## config.mk

```make
export PLATFORM = sky130hd
export DESIGN_NAME = tcp_pin_logic
export DESIGN_NICKNAME = d
export VERILOG_FILES = /design/src/tcp_pkg.sv /design/src/tcp_pgood.sv /design/src/tcp_pin_logic.sv /design/src/tcp_sync.sv
export VERILOG_INCLUDE_DIRS = /design/src
export SDC_FILE = /design/constraint.sdc
export NUM_CORES = 1
export LEC_CHECK = 0
export BUFFER_PORTS_ARGS = -buffer_cell sky130_fd_sc_hd__buf_2
export CAP_MARGIN = 20
export CORE_MARGIN = 3
export CORE_UTILIZATION = 50
export CTS_BUF_LIST = sky130_fd_sc_hd__clkbuf_16
export DETAILED_ROUTE_END_ITERATION = 10
export PLACE_DENSITY = 0.73
export SKIP_LAST_GASP = 1
export SLEW_MARGIN = 20
export SYNTH_ARGS = -nofsm -noshare
export SYNTH_HDL_FRONTEND = slang
export SYNTH_HIERARCHICAL = 1
export SYNTH_SLANG_ARGS = --single-unit
```

## constraint.sdc

```tcl
create_clock -name sys_clk -period 2.58 [get_ports sys_clk]
set_input_delay 0.387 -clock sys_clk [delete_from_list [all_inputs] [get_ports sys_clk]]
set_output_delay 0.387 -clock sys_clk [all_outputs]
set_load 0.03 [all_outputs]
```

## src/tcp_params.svh

```systemverilog
// Constants of the transceiver control-pin block: offsets, bits, resets
// and timing. Assumes a 200 MHz system clock.
`ifndef TCP_PARAMS_SVH
`define TCP_PARAMS_SVH

// Register offsets
`define TCP_CTRL_OFS        8'h00
`define TCP_STAT_OFS        8'h04
// Control register bit positions
`define TCP_CTRL_DRV_EN     0
`define TCP_CTRL_AUX_DIS    1
`define TCP_CTRL_RX_DIS     2
`define TCP_CTRL_TX_NOINV   3
`define TCP_CTRL_CLK_ON     4
`define TCP_CTRL_ILIM_LO    5
`define TCP_CTRL_ILIM_HI    6
// Control register reset value: driver off, outputs on, 200 mA limit
`define TCP_CTRL_RESET      8'h50
// Status register bit positions
`define TCP_STAT_SERIAL     0
`define TCP_STAT_ADDR       1
`define TCP_STAT_EN         2
`define TCP_STAT_PULL       3
`define TCP_STAT_DRV        4
`define TCP_STAT_WAKE       5
// Serial-bus target base address (arbitrary value)
`define TCP_TARGET_BASE     7'h3_0
// Supply monitor thresholds in millivolts
`define TCP_V5_LOW_MV       13'd3000
`define TCP_V5_HIGH_MV      13'd3500
// Timing
`define TCP_CLK_PERIOD_PS   5000
`define TCP_WAKE_HOLD_NS    1000
// Clock output phase step: 14.74 MHz / 200 MHz * 2^32
`define TCP_NCO_STEP        32'h12DE_00D2

`endif

```

## src/tcp_pkg.sv

```systemverilog
// Types of the transceiver control-pin block.
// Constants live in tcp_params.svh.
package tcp_pkg;

  // Control style picked by the strap
  typedef enum logic {
    TCP_MODE_PIN    = 1'b0,
    TCP_MODE_SERIAL = 1'b1
  } tcp_mode_t;

  // Driver current limit code
  typedef enum logic [1:0] {
    TCP_ILIM_50  = 2'b00,
    TCP_ILIM_100 = 2'b01,
    TCP_ILIM_200 = 2'b10,
    TCP_ILIM_250 = 2'b11
  } tcp_ilim_t;

  // One three-state or open-drain pad: level and enable
  typedef struct packed {
    logic out;
    logic oe;
  } tcp_pad_t;

  // Control register layout, bit 7 first
  typedef struct packed {
    logic      spare;
    tcp_ilim_t ilim;
    logic      clk_on;
    logic      tx_noinv;
    logic      rx_dis;
    logic      aux_dis;
    logic      drv_en;
  } tcp_ctrl_t;

endpackage

```

## src/tcp_pgood.sv

```systemverilog
// Supply monitor with hysteresis for the enable/power-good pin.
// Assumes a sampled 5 V rail reading in millivolts on sys_clk.
`timescale 1ns/1ps
`include "tcp_params.svh"

module tcp_pgood (
  // Clock and reset
  input  wire logic        sys_clk,
  input  wire logic        reset,
  // Rail reading and pull request
  input  wire logic [12:0] v5_mv,
  output logic             pull_low
);

  logic pull_reg, pull_next;

  // Two thresholds keep the pin from chattering near the trip point
  always_comb begin
    pull_next = pull_reg;
    if (v5_mv < `TCP_V5_LOW_MV)
      pull_next = 1'b1;
    else if (v5_mv > `TCP_V5_HIGH_MV)
      pull_next = 1'b0;
  end

  // Pull low from reset until the rail is seen good
  always_ff @(posedge sys_clk) begin
    if (reset) pull_reg <= 1'b1;
    else       pull_reg <= pull_next;
  end

  assign pull_low = pull_reg;
endmodule // tcp_pgood

```

## src/tcp_pin_logic.sv

```systemverilog
// Control-pin logic of a 24 V line transceiver: mode strap, dual-use
// pins, driver gating, receiver outputs, clock output and registers.
// Assumes pins are asynchronous and the register port is on sys_clk.
//
// Functional notes
// - A static strap level selects serial-bus control (high) or pin control.
// - In serial mode the address/clock-enable pin picks the target address.
// - In pin mode that pin high enables the clock output, low floats it.
// - In pin mode the clock output runs at a fixed 14.74 MHz.
// - In pin mode the limit-select pin high picks 100 mA, low picks 200 mA.
// - In pin mode the data/wake pin is an output flagging a line wake-up.
// - The auxiliary receiver output is the inverse of the auxiliary input.
// - In serial mode the auxiliary disable bit floats that output.
// - In pin mode the auxiliary receiver output is always driven.
// - Enable pin high runs the device, low disables it.
// - Enable low turns the driver off and, in serial mode, resets registers.
// - The device pulls the enable pin low below 3 V and frees it above 3.5 V.
// - In serial mode the driver runs only with enable bit and input high.
// - In pin mode the driver-enable input and the enable pin gate the driver.
// - The line output is by default the inverse of the transmit input.
// - The line receiver output inverts the line; serial-mode bit floats it.
//
// Strobed register access and the placing of the registers were left to the implementer.
`timescale 1ns/1ps
`include "tcp_params.svh"

module tcp_pin_logic (
  // Clock and reset
  input  wire logic                sys_clk,
  input  wire logic                reset,
  // Register port
  input  wire logic [7:0]          reg_addr,
  input  wire logic [7:0]          reg_wdata,
  input  wire logic                reg_wr,
  input  wire logic                reg_rd,
  output logic      [7:0]          reg_rdata,
  // Strap and dual-use pins
  input  wire logic                mode_sel,
  input  wire logic                addr_sel_clkout_en,
  input  wire logic                busclk_or_ilim_sel,
  input  wire logic                busdata_or_wake_flag_in,
  output tcp_pkg::tcp_pad_t        busdata_or_wake_flag,
  // Enable / power-good open-drain pin
  input  wire logic                enable_power_good_in,
  output tcp_pkg::tcp_pad_t        enable_power_good,
  // Transmit side
  input  wire logic                tx_data_in,
  input  wire logic                line_drv_enable_in,
  output tcp_pkg::tcp_pad_t        line_drv,
  output tcp_pkg::tcp_ilim_t       ilim_sel,
  // Receive side
  input  wire logic                line_in,
  input  wire logic                aux_line_in,
  output tcp_pkg::tcp_pad_t        line_rx_out,
  output tcp_pkg::tcp_pad_t        aux_rx_out,
  // Clock output, wake detector, rail monitor, serial-bus engine
  output tcp_pkg::tcp_pad_t        clkout,
  input  wire logic                wake_detect,
  input  wire logic [12:0]         v5_mv,
  output logic      [6:0]          bus_target_addr,
  output logic                     bus_scl,
  output logic                     bus_sda
);

  localparam int WAKE_HOLD_CYC =
    (`TCP_WAKE_HOLD_NS * 1000 + `TCP_CLK_PERIOD_PS - 1) / `TCP_CLK_PERIOD_PS;

  ////////////////////////////////////////////////////////////////////////
  // Pin synchronisers

  logic [8:0] pin_raw;
  logic [8:0] pin_s;
  logic       mode_s, addr_s, scl_s, sda_s, en_pin_s;
  logic       tx_s, drv_en_s, line_s, aux_s;

  assign pin_raw = {mode_sel, addr_sel_clkout_en, busclk_or_ilim_sel,
                    busdata_or_wake_flag_in, enable_power_good_in,
                    tx_data_in, line_drv_enable_in, line_in, aux_line_in};
  assign {mode_s, addr_s, scl_s, sda_s, en_pin_s,
          tx_s, drv_en_s, line_s, aux_s} = pin_s;

  tcp_sync #(.W(9)) u_sync (
    .sys_clk (sys_clk),
    .reset   (reset),
    .d       (pin_raw),
    .q       (pin_s)
  );

  ////////////////////////////////////////////////////////////////////////
  // Mode and enable

  tcp_pkg::tcp_mode_t mode;
  logic               serial, pin_mode, pull_low, en_eff;

  // Strap is static; a level change simply re-steers the pins
  assign mode     = tcp_pkg::tcp_mode_t'(mode_s);
  assign serial   = (mode == tcp_pkg::TCP_MODE_SERIAL);
  assign pin_mode = (mode == tcp_pkg::TCP_MODE_PIN);

  tcp_pgood u_pgood (
    .sys_clk  (sys_clk),
    .reset    (reset),
    .v5_mv    (v5_mv),
    .pull_low (pull_low)
  );

  // Wired-AND: the internal pull wins even before the pin reflects it
  assign en_eff = en_pin_s & ~pull_low;

  ////////////////////////////////////////////////////////////////////////
  // Registers

  tcp_pkg::tcp_ctrl_t ctrl_reg, ctrl_next;
  logic               wake_sticky_reg, wake_sticky_next;
  logic [7:0]         rdata_reg, rdata_next;
  logic [7:0]         status;
  logic               drv_on;

  function automatic logic hit(input logic [7:0] a, input logic [7:0] ofs);
    hit = (a == ofs);
  endfunction

  assign status = {2'b00, wake_sticky_reg, drv_on, pull_low, en_eff,
                   addr_s, serial};

  // Write decode; a wake in the clearing cycle survives the clear
  always_comb begin
    ctrl_next        = ctrl_reg;
    wake_sticky_next = wake_sticky_reg;
    rdata_next       = 8'h00;
    if (reg_wr && hit(reg_addr, `TCP_CTRL_OFS))
      ctrl_next = tcp_pkg::tcp_ctrl_t'(reg_wdata);
    if (reg_wr && hit(reg_addr, `TCP_STAT_OFS) &&
        reg_wdata[`TCP_STAT_WAKE])
      wake_sticky_next = 1'b0;
    if (serial && wake_detect)
      wake_sticky_next = 1'b1;
    if (reg_rd && hit(reg_addr, `TCP_CTRL_OFS))
      rdata_next = ctrl_reg;
    else if (reg_rd && hit(reg_addr, `TCP_STAT_OFS))
      rdata_next = status;
    if (serial && !en_eff) begin
      ctrl_next        = tcp_pkg::tcp_ctrl_t'(`TCP_CTRL_RESET);
      wake_sticky_next = 1'b0;
    end
  end

  always_ff @(posedge sys_clk) begin
    if (reset) begin
      ctrl_reg        <= tcp_pkg::tcp_ctrl_t'(`TCP_CTRL_RESET);
      wake_sticky_reg <= 1'b0;
      rdata_reg       <= 8'h00;
    end else begin
      ctrl_reg        <= ctrl_next;
      wake_sticky_reg <= wake_sticky_next;
      rdata_reg       <= rdata_next;
    end
  end

  assign reg_rdata = rdata_reg;

  ////////////////////////////////////////////////////////////////////////
  // Clock output phase accumulator

  logic [31:0] nco_reg, nco_next;

  // Fractional step gives the right mean rate; edges jitter by one cycle
  always_comb begin
    nco_next = nco_reg + `TCP_NCO_STEP;
  end

  always_ff @(posedge sys_clk) begin
    if (reset) nco_reg <= 32'h0000_0000;
    else       nco_reg <= nco_next;
  end

  ////////////////////////////////////////////////////////////////////////
  // Wake flag stretcher

  logic [7:0] wake_cnt_reg, wake_cnt_next;

  // A short detector pulse is held long enough for slow logic to see it
  always_comb begin
    wake_cnt_next = wake_cnt_reg;
    if (pin_mode && wake_detect)
      wake_cnt_next = 8'(WAKE_HOLD_CYC);
    else if (wake_cnt_reg != 8'h00)
      wake_cnt_next = wake_cnt_reg - 8'h01;
  end

  always_ff @(posedge sys_clk) begin
    if (reset) wake_cnt_reg <= 8'h00;
    else       wake_cnt_reg <= wake_cnt_next;
  end

  ////////////////////////////////////////////////////////////////////////
  // Pad outputs

  tcp_pkg::tcp_pad_t  drv_reg, drv_next, rx_reg, rx_next;
  tcp_pkg::tcp_pad_t  aux_reg, aux_next, clk_reg, clk_next;
  tcp_pkg::tcp_pad_t  sda_pad_reg, sda_pad_next, en_pad_reg, en_pad_next;
  tcp_pkg::tcp_ilim_t ilim_reg, ilim_next;
  logic [6:0]         tgt_reg, tgt_next;

  // Driver gating differs by mode; enable low always forces it off
  always_comb begin
    if (serial)
      drv_on = en_eff & ctrl_reg.drv_en & drv_en_s;
    else
      drv_on = en_eff & drv_en_s;
  end

  always_comb begin
    // Line driver inverts transmit data unless told not to
    drv_next.oe  = drv_on;
    drv_next.out = (serial && ctrl_reg.tx_noinv) ? tx_s : ~tx_s;
    // Receivers invert their inputs; floats only under serial control
    rx_next.out  = ~line_s;
    rx_next.oe   = ~(serial & ctrl_reg.rx_dis);
    aux_next.out = ~aux_s;
    aux_next.oe  = pin_mode ? 1'b1 :
                   ~ctrl_reg.aux_dis;
    // Clock output: pin-enabled in pin mode, register-enabled otherwise
    clk_next.out = nco_reg[31];
    clk_next.oe  = pin_mode ? addr_s : ctrl_reg.clk_on;
    // Wake flag is active low and only driven while flagged
    sda_pad_next.out = 1'b0;
    sda_pad_next.oe  = pin_mode && (wake_cnt_reg != 8'h00);
    // Open-drain power-good: pull low only, never drive high
    en_pad_next.out  = 1'b0;
    en_pad_next.oe   = pull_low;
    // Current limit: pin picks 100 or 200 mA in pin mode
    if (pin_mode)
      ilim_next = scl_s ? tcp_pkg::TCP_ILIM_100 :
                          tcp_pkg::TCP_ILIM_200;
    else
      ilim_next = ctrl_reg.ilim;
    // Target address low bit follows the address pin
    tgt_next = {6'(`TCP_TARGET_BASE >> 1), addr_s};
  end

  always_ff @(posedge sys_clk) begin
    if (reset) begin
      drv_reg     <= '0;
      rx_reg      <= '0;
      aux_reg     <= '0;
      clk_reg     <= '0;
      sda_pad_reg <= '0;
      en_pad_reg  <= '{out: 1'b0, oe: 1'b1};
      ilim_reg    <= tcp_pkg::TCP_ILIM_200;
      tgt_reg     <= 7'h00;
    end else begin
      drv_reg     <= drv_next;
      rx_reg      <= rx_next;
      aux_reg     <= aux_next;
      clk_reg     <= clk_next;
      sda_pad_reg <= sda_pad_next;
      en_pad_reg  <= en_pad_next;
      ilim_reg    <= ilim_next;
      tgt_reg     <= tgt_next;
    end
  end

  assign line_drv             = drv_reg;
  assign line_rx_out          = rx_reg;
  assign aux_rx_out           = aux_reg;
  assign clkout               = clk_reg;
  assign busdata_or_wake_flag = sda_pad_reg;
  assign enable_power_good    = en_pad_reg;
  assign ilim_sel             = ilim_reg;
  assign bus_target_addr      = tgt_reg;
  // Serial-bus engine sees the synchronised pins only in serial mode
  assign bus_scl              = serial & scl_s;
  assign bus_sda              = serial & sda_s;
endmodule // tcp_pin_logic

```

## src/tcp_sync.sv

```systemverilog
// Two-flop synchroniser, one chain per bit.
// Assumes inputs are asynchronous pin levels.
`timescale 1ns/1ps

module tcp_sync #(
  parameter int W = 1
) (
  // Clock and reset
  input  wire logic         sys_clk,
  input  wire logic         reset,
  // Data
  input  wire logic [W-1:0] d,
  output logic      [W-1:0] q
);

  genvar i;
  generate
    for (i = 0; i < W; i++) begin : g_bit
      logic s1_reg, s1_next, s2_reg, s2_next;
      // First stage feeds only the second
      always_comb begin
        s1_next = d[i];
        s2_next = s1_reg;
      end
      always_ff @(posedge sys_clk) begin
        if (reset) begin
          s1_reg <= 1'b0;
          s2_reg <= 1'b0;
        end else begin
          s1_reg <= s1_next;
          s2_reg <= s2_next;
        end
      end
      assign q[i] = s2_reg;
    end
  endgenerate

endmodule // tcp_sync

```

## After elaboration in Yosys (flattened, before gate mapping)

Index checks and enable logic that the tools add are counted.

| operators by class | value |
|---|---|
| add/subtract/negate cells | 2 |
| order comparisons | 2 |
| eq/ne operators | 1 |
| mux-type cells | 13 |
| bitwise logic cells | 14 |
| reductions and logical operators | 18 |

Operators with widths:

| cell | number |
|---|---|
| $add A32 B29 Y32 const B | 1 |
| $mux W8 | 3 |
| $gt A13 B12 Y1 const B | 1 |
| $lt A13 B12 Y1 const B | 1 |
| $mux W6 | 2 |
| $logic_and A1 B1 Y1 | 10 |
| $eq A8 B3 Y1 const B | 1 |
| $logic_not A8 Y1 | 1 |
| $reduce_bool A8 Y1 | 1 |
| $sub A8 B1 Y8 const B | 1 |
| $and A1 B1 Y1 | 7 |
| $not A1 Y1 | 7 |
| $mux W1 | 6 |
| $reduce_or A2 Y1 | 3 |
| $mux W2 | 2 |
| $reduce_bool A2 Y1 | 2 |
| $logic_not A1 Y1 | 1 |

| word-level totals | value |
|---|---|
| bits in registers | 97 |
| bits of input ports | 43 |
| output and inout port bits | 31 |

## Longest topological paths before layout

| depth | value |
|---|---|
| word-level depth | 7 |
| gate-level depth with buffers | 7 |

## Modules after synthesis

Netlist, hierarchy kept.

Modules (own cells, without submodules):

| module | instances | cells each | area an instance (µm²) | seq. area each (µm²) |
|---|---|---|---|---|
| tcp_pin_logic | 1 | 327 | 2969.1 | 1401.3 |
| tcp_sync | 1 | 46 | 556.8 | 360.3 |
| tcp_pgood | 1 | 17 | 125.1 | 20.0 |

## Worst setup path before layout

OpenSTA, ideal clock, no wires.

| timing path | value |
|---|---|
| path kind | register to register |
| start | register nco_reg[20] |
| end | register nco_reg[31] |
| data arrival time | 1.800 ns |
| setup slack | 0.657 ns |
| stages on the path, launching flop included | 7 |
| path buffers | 1 |
| clock period less this slack | 1.923 ns |
| path through | dfxtp_1 > or4_1 > buf_2 > a221o_1 > nor2_2 > a211oi_1 > mux2_1 |

| on the way | value |
|---|---|
| longest elaborated chain between the ends | 1 |

RTL lines:

| what | line | text |
|---|---|---|
| start, declared | tcp_pin_logic.sv:165 | `logic [31:0] nco_reg, nco_next;` |
| start signal, assigned | tcp_pin_logic.sv:174 | `else nco_reg <= nco_next;` |
| $add A32 B29 Y32 (no line) | n/a |  |

No other way between the ends.
A chain may end at the register's enable or synchronous reset.

## Worst setup path in the final report

| timing path | value |
|---|---|
| start | register nco_reg[19] |
| end | register nco_reg[29] |

Same word-level chain as after synthesis.

==> run metrics <==
Final period util 0.8025; post-route ant nets 0; element type at the critical path start register; Initial Util 0.5258; Slew Limit Fails 0; Seq cells post-synth 89; CTS Buf Count 9; CTS tree yes; CTS sink count just under 90; most frequent cells after synthesis dfxtp_1 (89), nor2_1 (50), nand2_1 (28), a21oi_1 (21), buf_4 (17); Post-Syn Area roughly 3700 sq um; H-tree Lvls 3; pwr dens 821.8 nW/um^2; drt drc 0; number of synthesized flops with an enable pin 0; Setup Skew between 0.006 and 0.007 ns; R2R cell count 5; routed len/inst 12.28 microns; RSZ-0062 raised after global routing no; nets 493; total grt overflow 0; core area 6944 sq um; cells along the critical path or4_1 -> a221o_1 -> a21oi_2 -> mux2i_1 -> o311ai_1; asr flop ratio synth 0; hold buffers post-CTS 0; CP max stage cell or4_1; Cell Rows 30; Arr. time, crit path around 2.3 ns; CP Capture Type register; # Post-CTS Setup Buffers 0; sequential-to-total area share from yosys stat 0.4880; warnings from Yosys 6; IO Pins 74; crit path max fanout 6; 1st-pass router iterations 4; Synth cell types 56; DR iter-0 viols 95; Die H 91.45 microns; Post-CTS Resized 0; Final Hold Viols 0; DP Wirelength between 4000 and 5000 microns; outcome complete, no violations; vias per cell between 5 and 6; worst hold path class in2reg; area grow syn2layout 16.48%; post-synthesis instance total 390; post-route setup TNS 0 ns; top cell type's share of synthesized area 0.4880; crit path kind reg2reg; Least-Margin Pin Slew a little over 0.7 ns; RD Place Congestion roughly 0.9; layout cell share with drive strength beyond 1 0.2058; reg2reg start nco_reg[19]; clk slew on worst S/H paths approximately 0.060 ns; Largest stage delay, worst path between 0.6 and 0.7 ns; Final Critical Period roughly 2.1 ns; number of global-route vias before repair 2671; max reg flops 31; hold path cells 2; max_slew headroom 0.5134; Worst R2R Setup Slack just over 0.5 ns; synth top area cells dfxtp_1 (49%), nor2_1 (5.1%), mux2i_1 (4.4%); most common cell in the netlist dfxtp_1; ys flop type dfxtp_1; Global Route Usage Sum 0.1689; WHS Endpoint u_sync/g_bit[8].s1_reg; Post-Layout Cell Count between 500 and 600; syn avg cell area about 9.4 sq um; dpl cells between 500 and 600; IO buf count between 60 and 70; hold path startpoint mode_sel; biggest area consumer among synthesized cells dfxtp_1; FF-to-FF End nco_reg[29]; Max Cap Viol 0; Root Buffer clkbuf_16; die width 91.45 microns; worst skew pair latency 0.33 ns; PnR Total Power between 3 and 4 mW; routed via count ~2800; peak supply drop ~0.52 mV; fill count around 630; first-pass GRT wire length about 12000 microns; initial antenna violation count 1; Fmax ~480 MHz; Worst Path Required ~2.8 ns; Static Leak about 1.8 nW; Die ar. around 8400 sq um; Routed WL between 6000 and 7000 microns; largest net degree at the start of global routing slightly below 60; Max clock buf depth 2; diode count 0; final setup fails 0
## critical path, delay by kind of cell, from the launching register on
kind               cells  cell delay, ns
muxes                  1            0.21
AOI/OAI and AO/OA      3            0.76
DFF                    1            0.33
and+or+nand+nor        1            0.62
## power by group
part | switching [mW] | internal, mW | leakage (nW)
Sequential | 0.122 | 1.50 | 0.732
Clock | 0.521 | 0.749 | 0.149
Combinational | 0.324 | 0.274 | 0.907
## cell type report
cell class	count	area [sq um]	area share
sequential	89	1782	0.4189
inverter	10	37.54	0.008826
timing repair buffer	70	357.8	0.08414
multi-input combinational	267	1659	0.3901
tap	96	120.1	0.02824
clock inverter	7	71.32	0.01677
clock buffer	9	225.2	0.05296
## cells by family (layout without fill, tap and decap cells)
logic type / count (synthesis) / count (layout) / synth area share
muxes: 19 / 19 / 0.05312
adders and majority gates: 3 / 3 / 0.01028
AOI/OAI and AO/OA: 56 / 56 / 0.1004
DFF: 89 / 89 / 0.4880
other: 1 / 6 / 0.001027
buffers and inverters: 39 / 96 / 0.06271
xor gates and xnor gates: 24 / 24 / 0.05757
and+or+nand+nor: 159 / 159 / 0.2269
## placed cells by master (no fill, tap or decap), drive strengths merged, types with 10 or more instances in the layout
master,instances
nand2,28
xnor2,14
nor2b,16
a21oi,22
nor2,51
xor2,10
buf,70
dfxtp,89
mux2i,16
## worst max-delay path by stage
stage,depth (start not counted),endpoint,from
after floorplan,6,nco_reg[31],nco_reg[20]
after global placement,5,nco_reg[29],nco_reg[20]
after detailed placement,5,nco_reg[29],nco_reg[20]
after CTS,5,nco_reg[29],nco_reg[20]
after global routing,5,nco_reg[29],nco_reg[19]
final,5,nco_reg[29],nco_reg[19]
## through the flow
stage,util,area (sq um),setup slack [ns],hold WS (ns)
2_1_floorplan,-,3670,0.6568,0.4109
3_3_place_gp,0.5697,3956,0.5863,0.3762
3_5_place_dp,0.5697,3956,0.5136,0.3715
4_1_cts,0.6124,4253,0.5141,0.2445
5_1_grt,0.6124,4253,0.3609,0.2544
6_report,0.6124,4253,0.5096,0.2527
## metal layers
layer  wire, microns  GRT usage
met3             342    0.05220
met1            3083     0.2041
met2            3163     0.2800
met4             122    0.06407
met5              15          0
(Power assumes the default switching activity.)
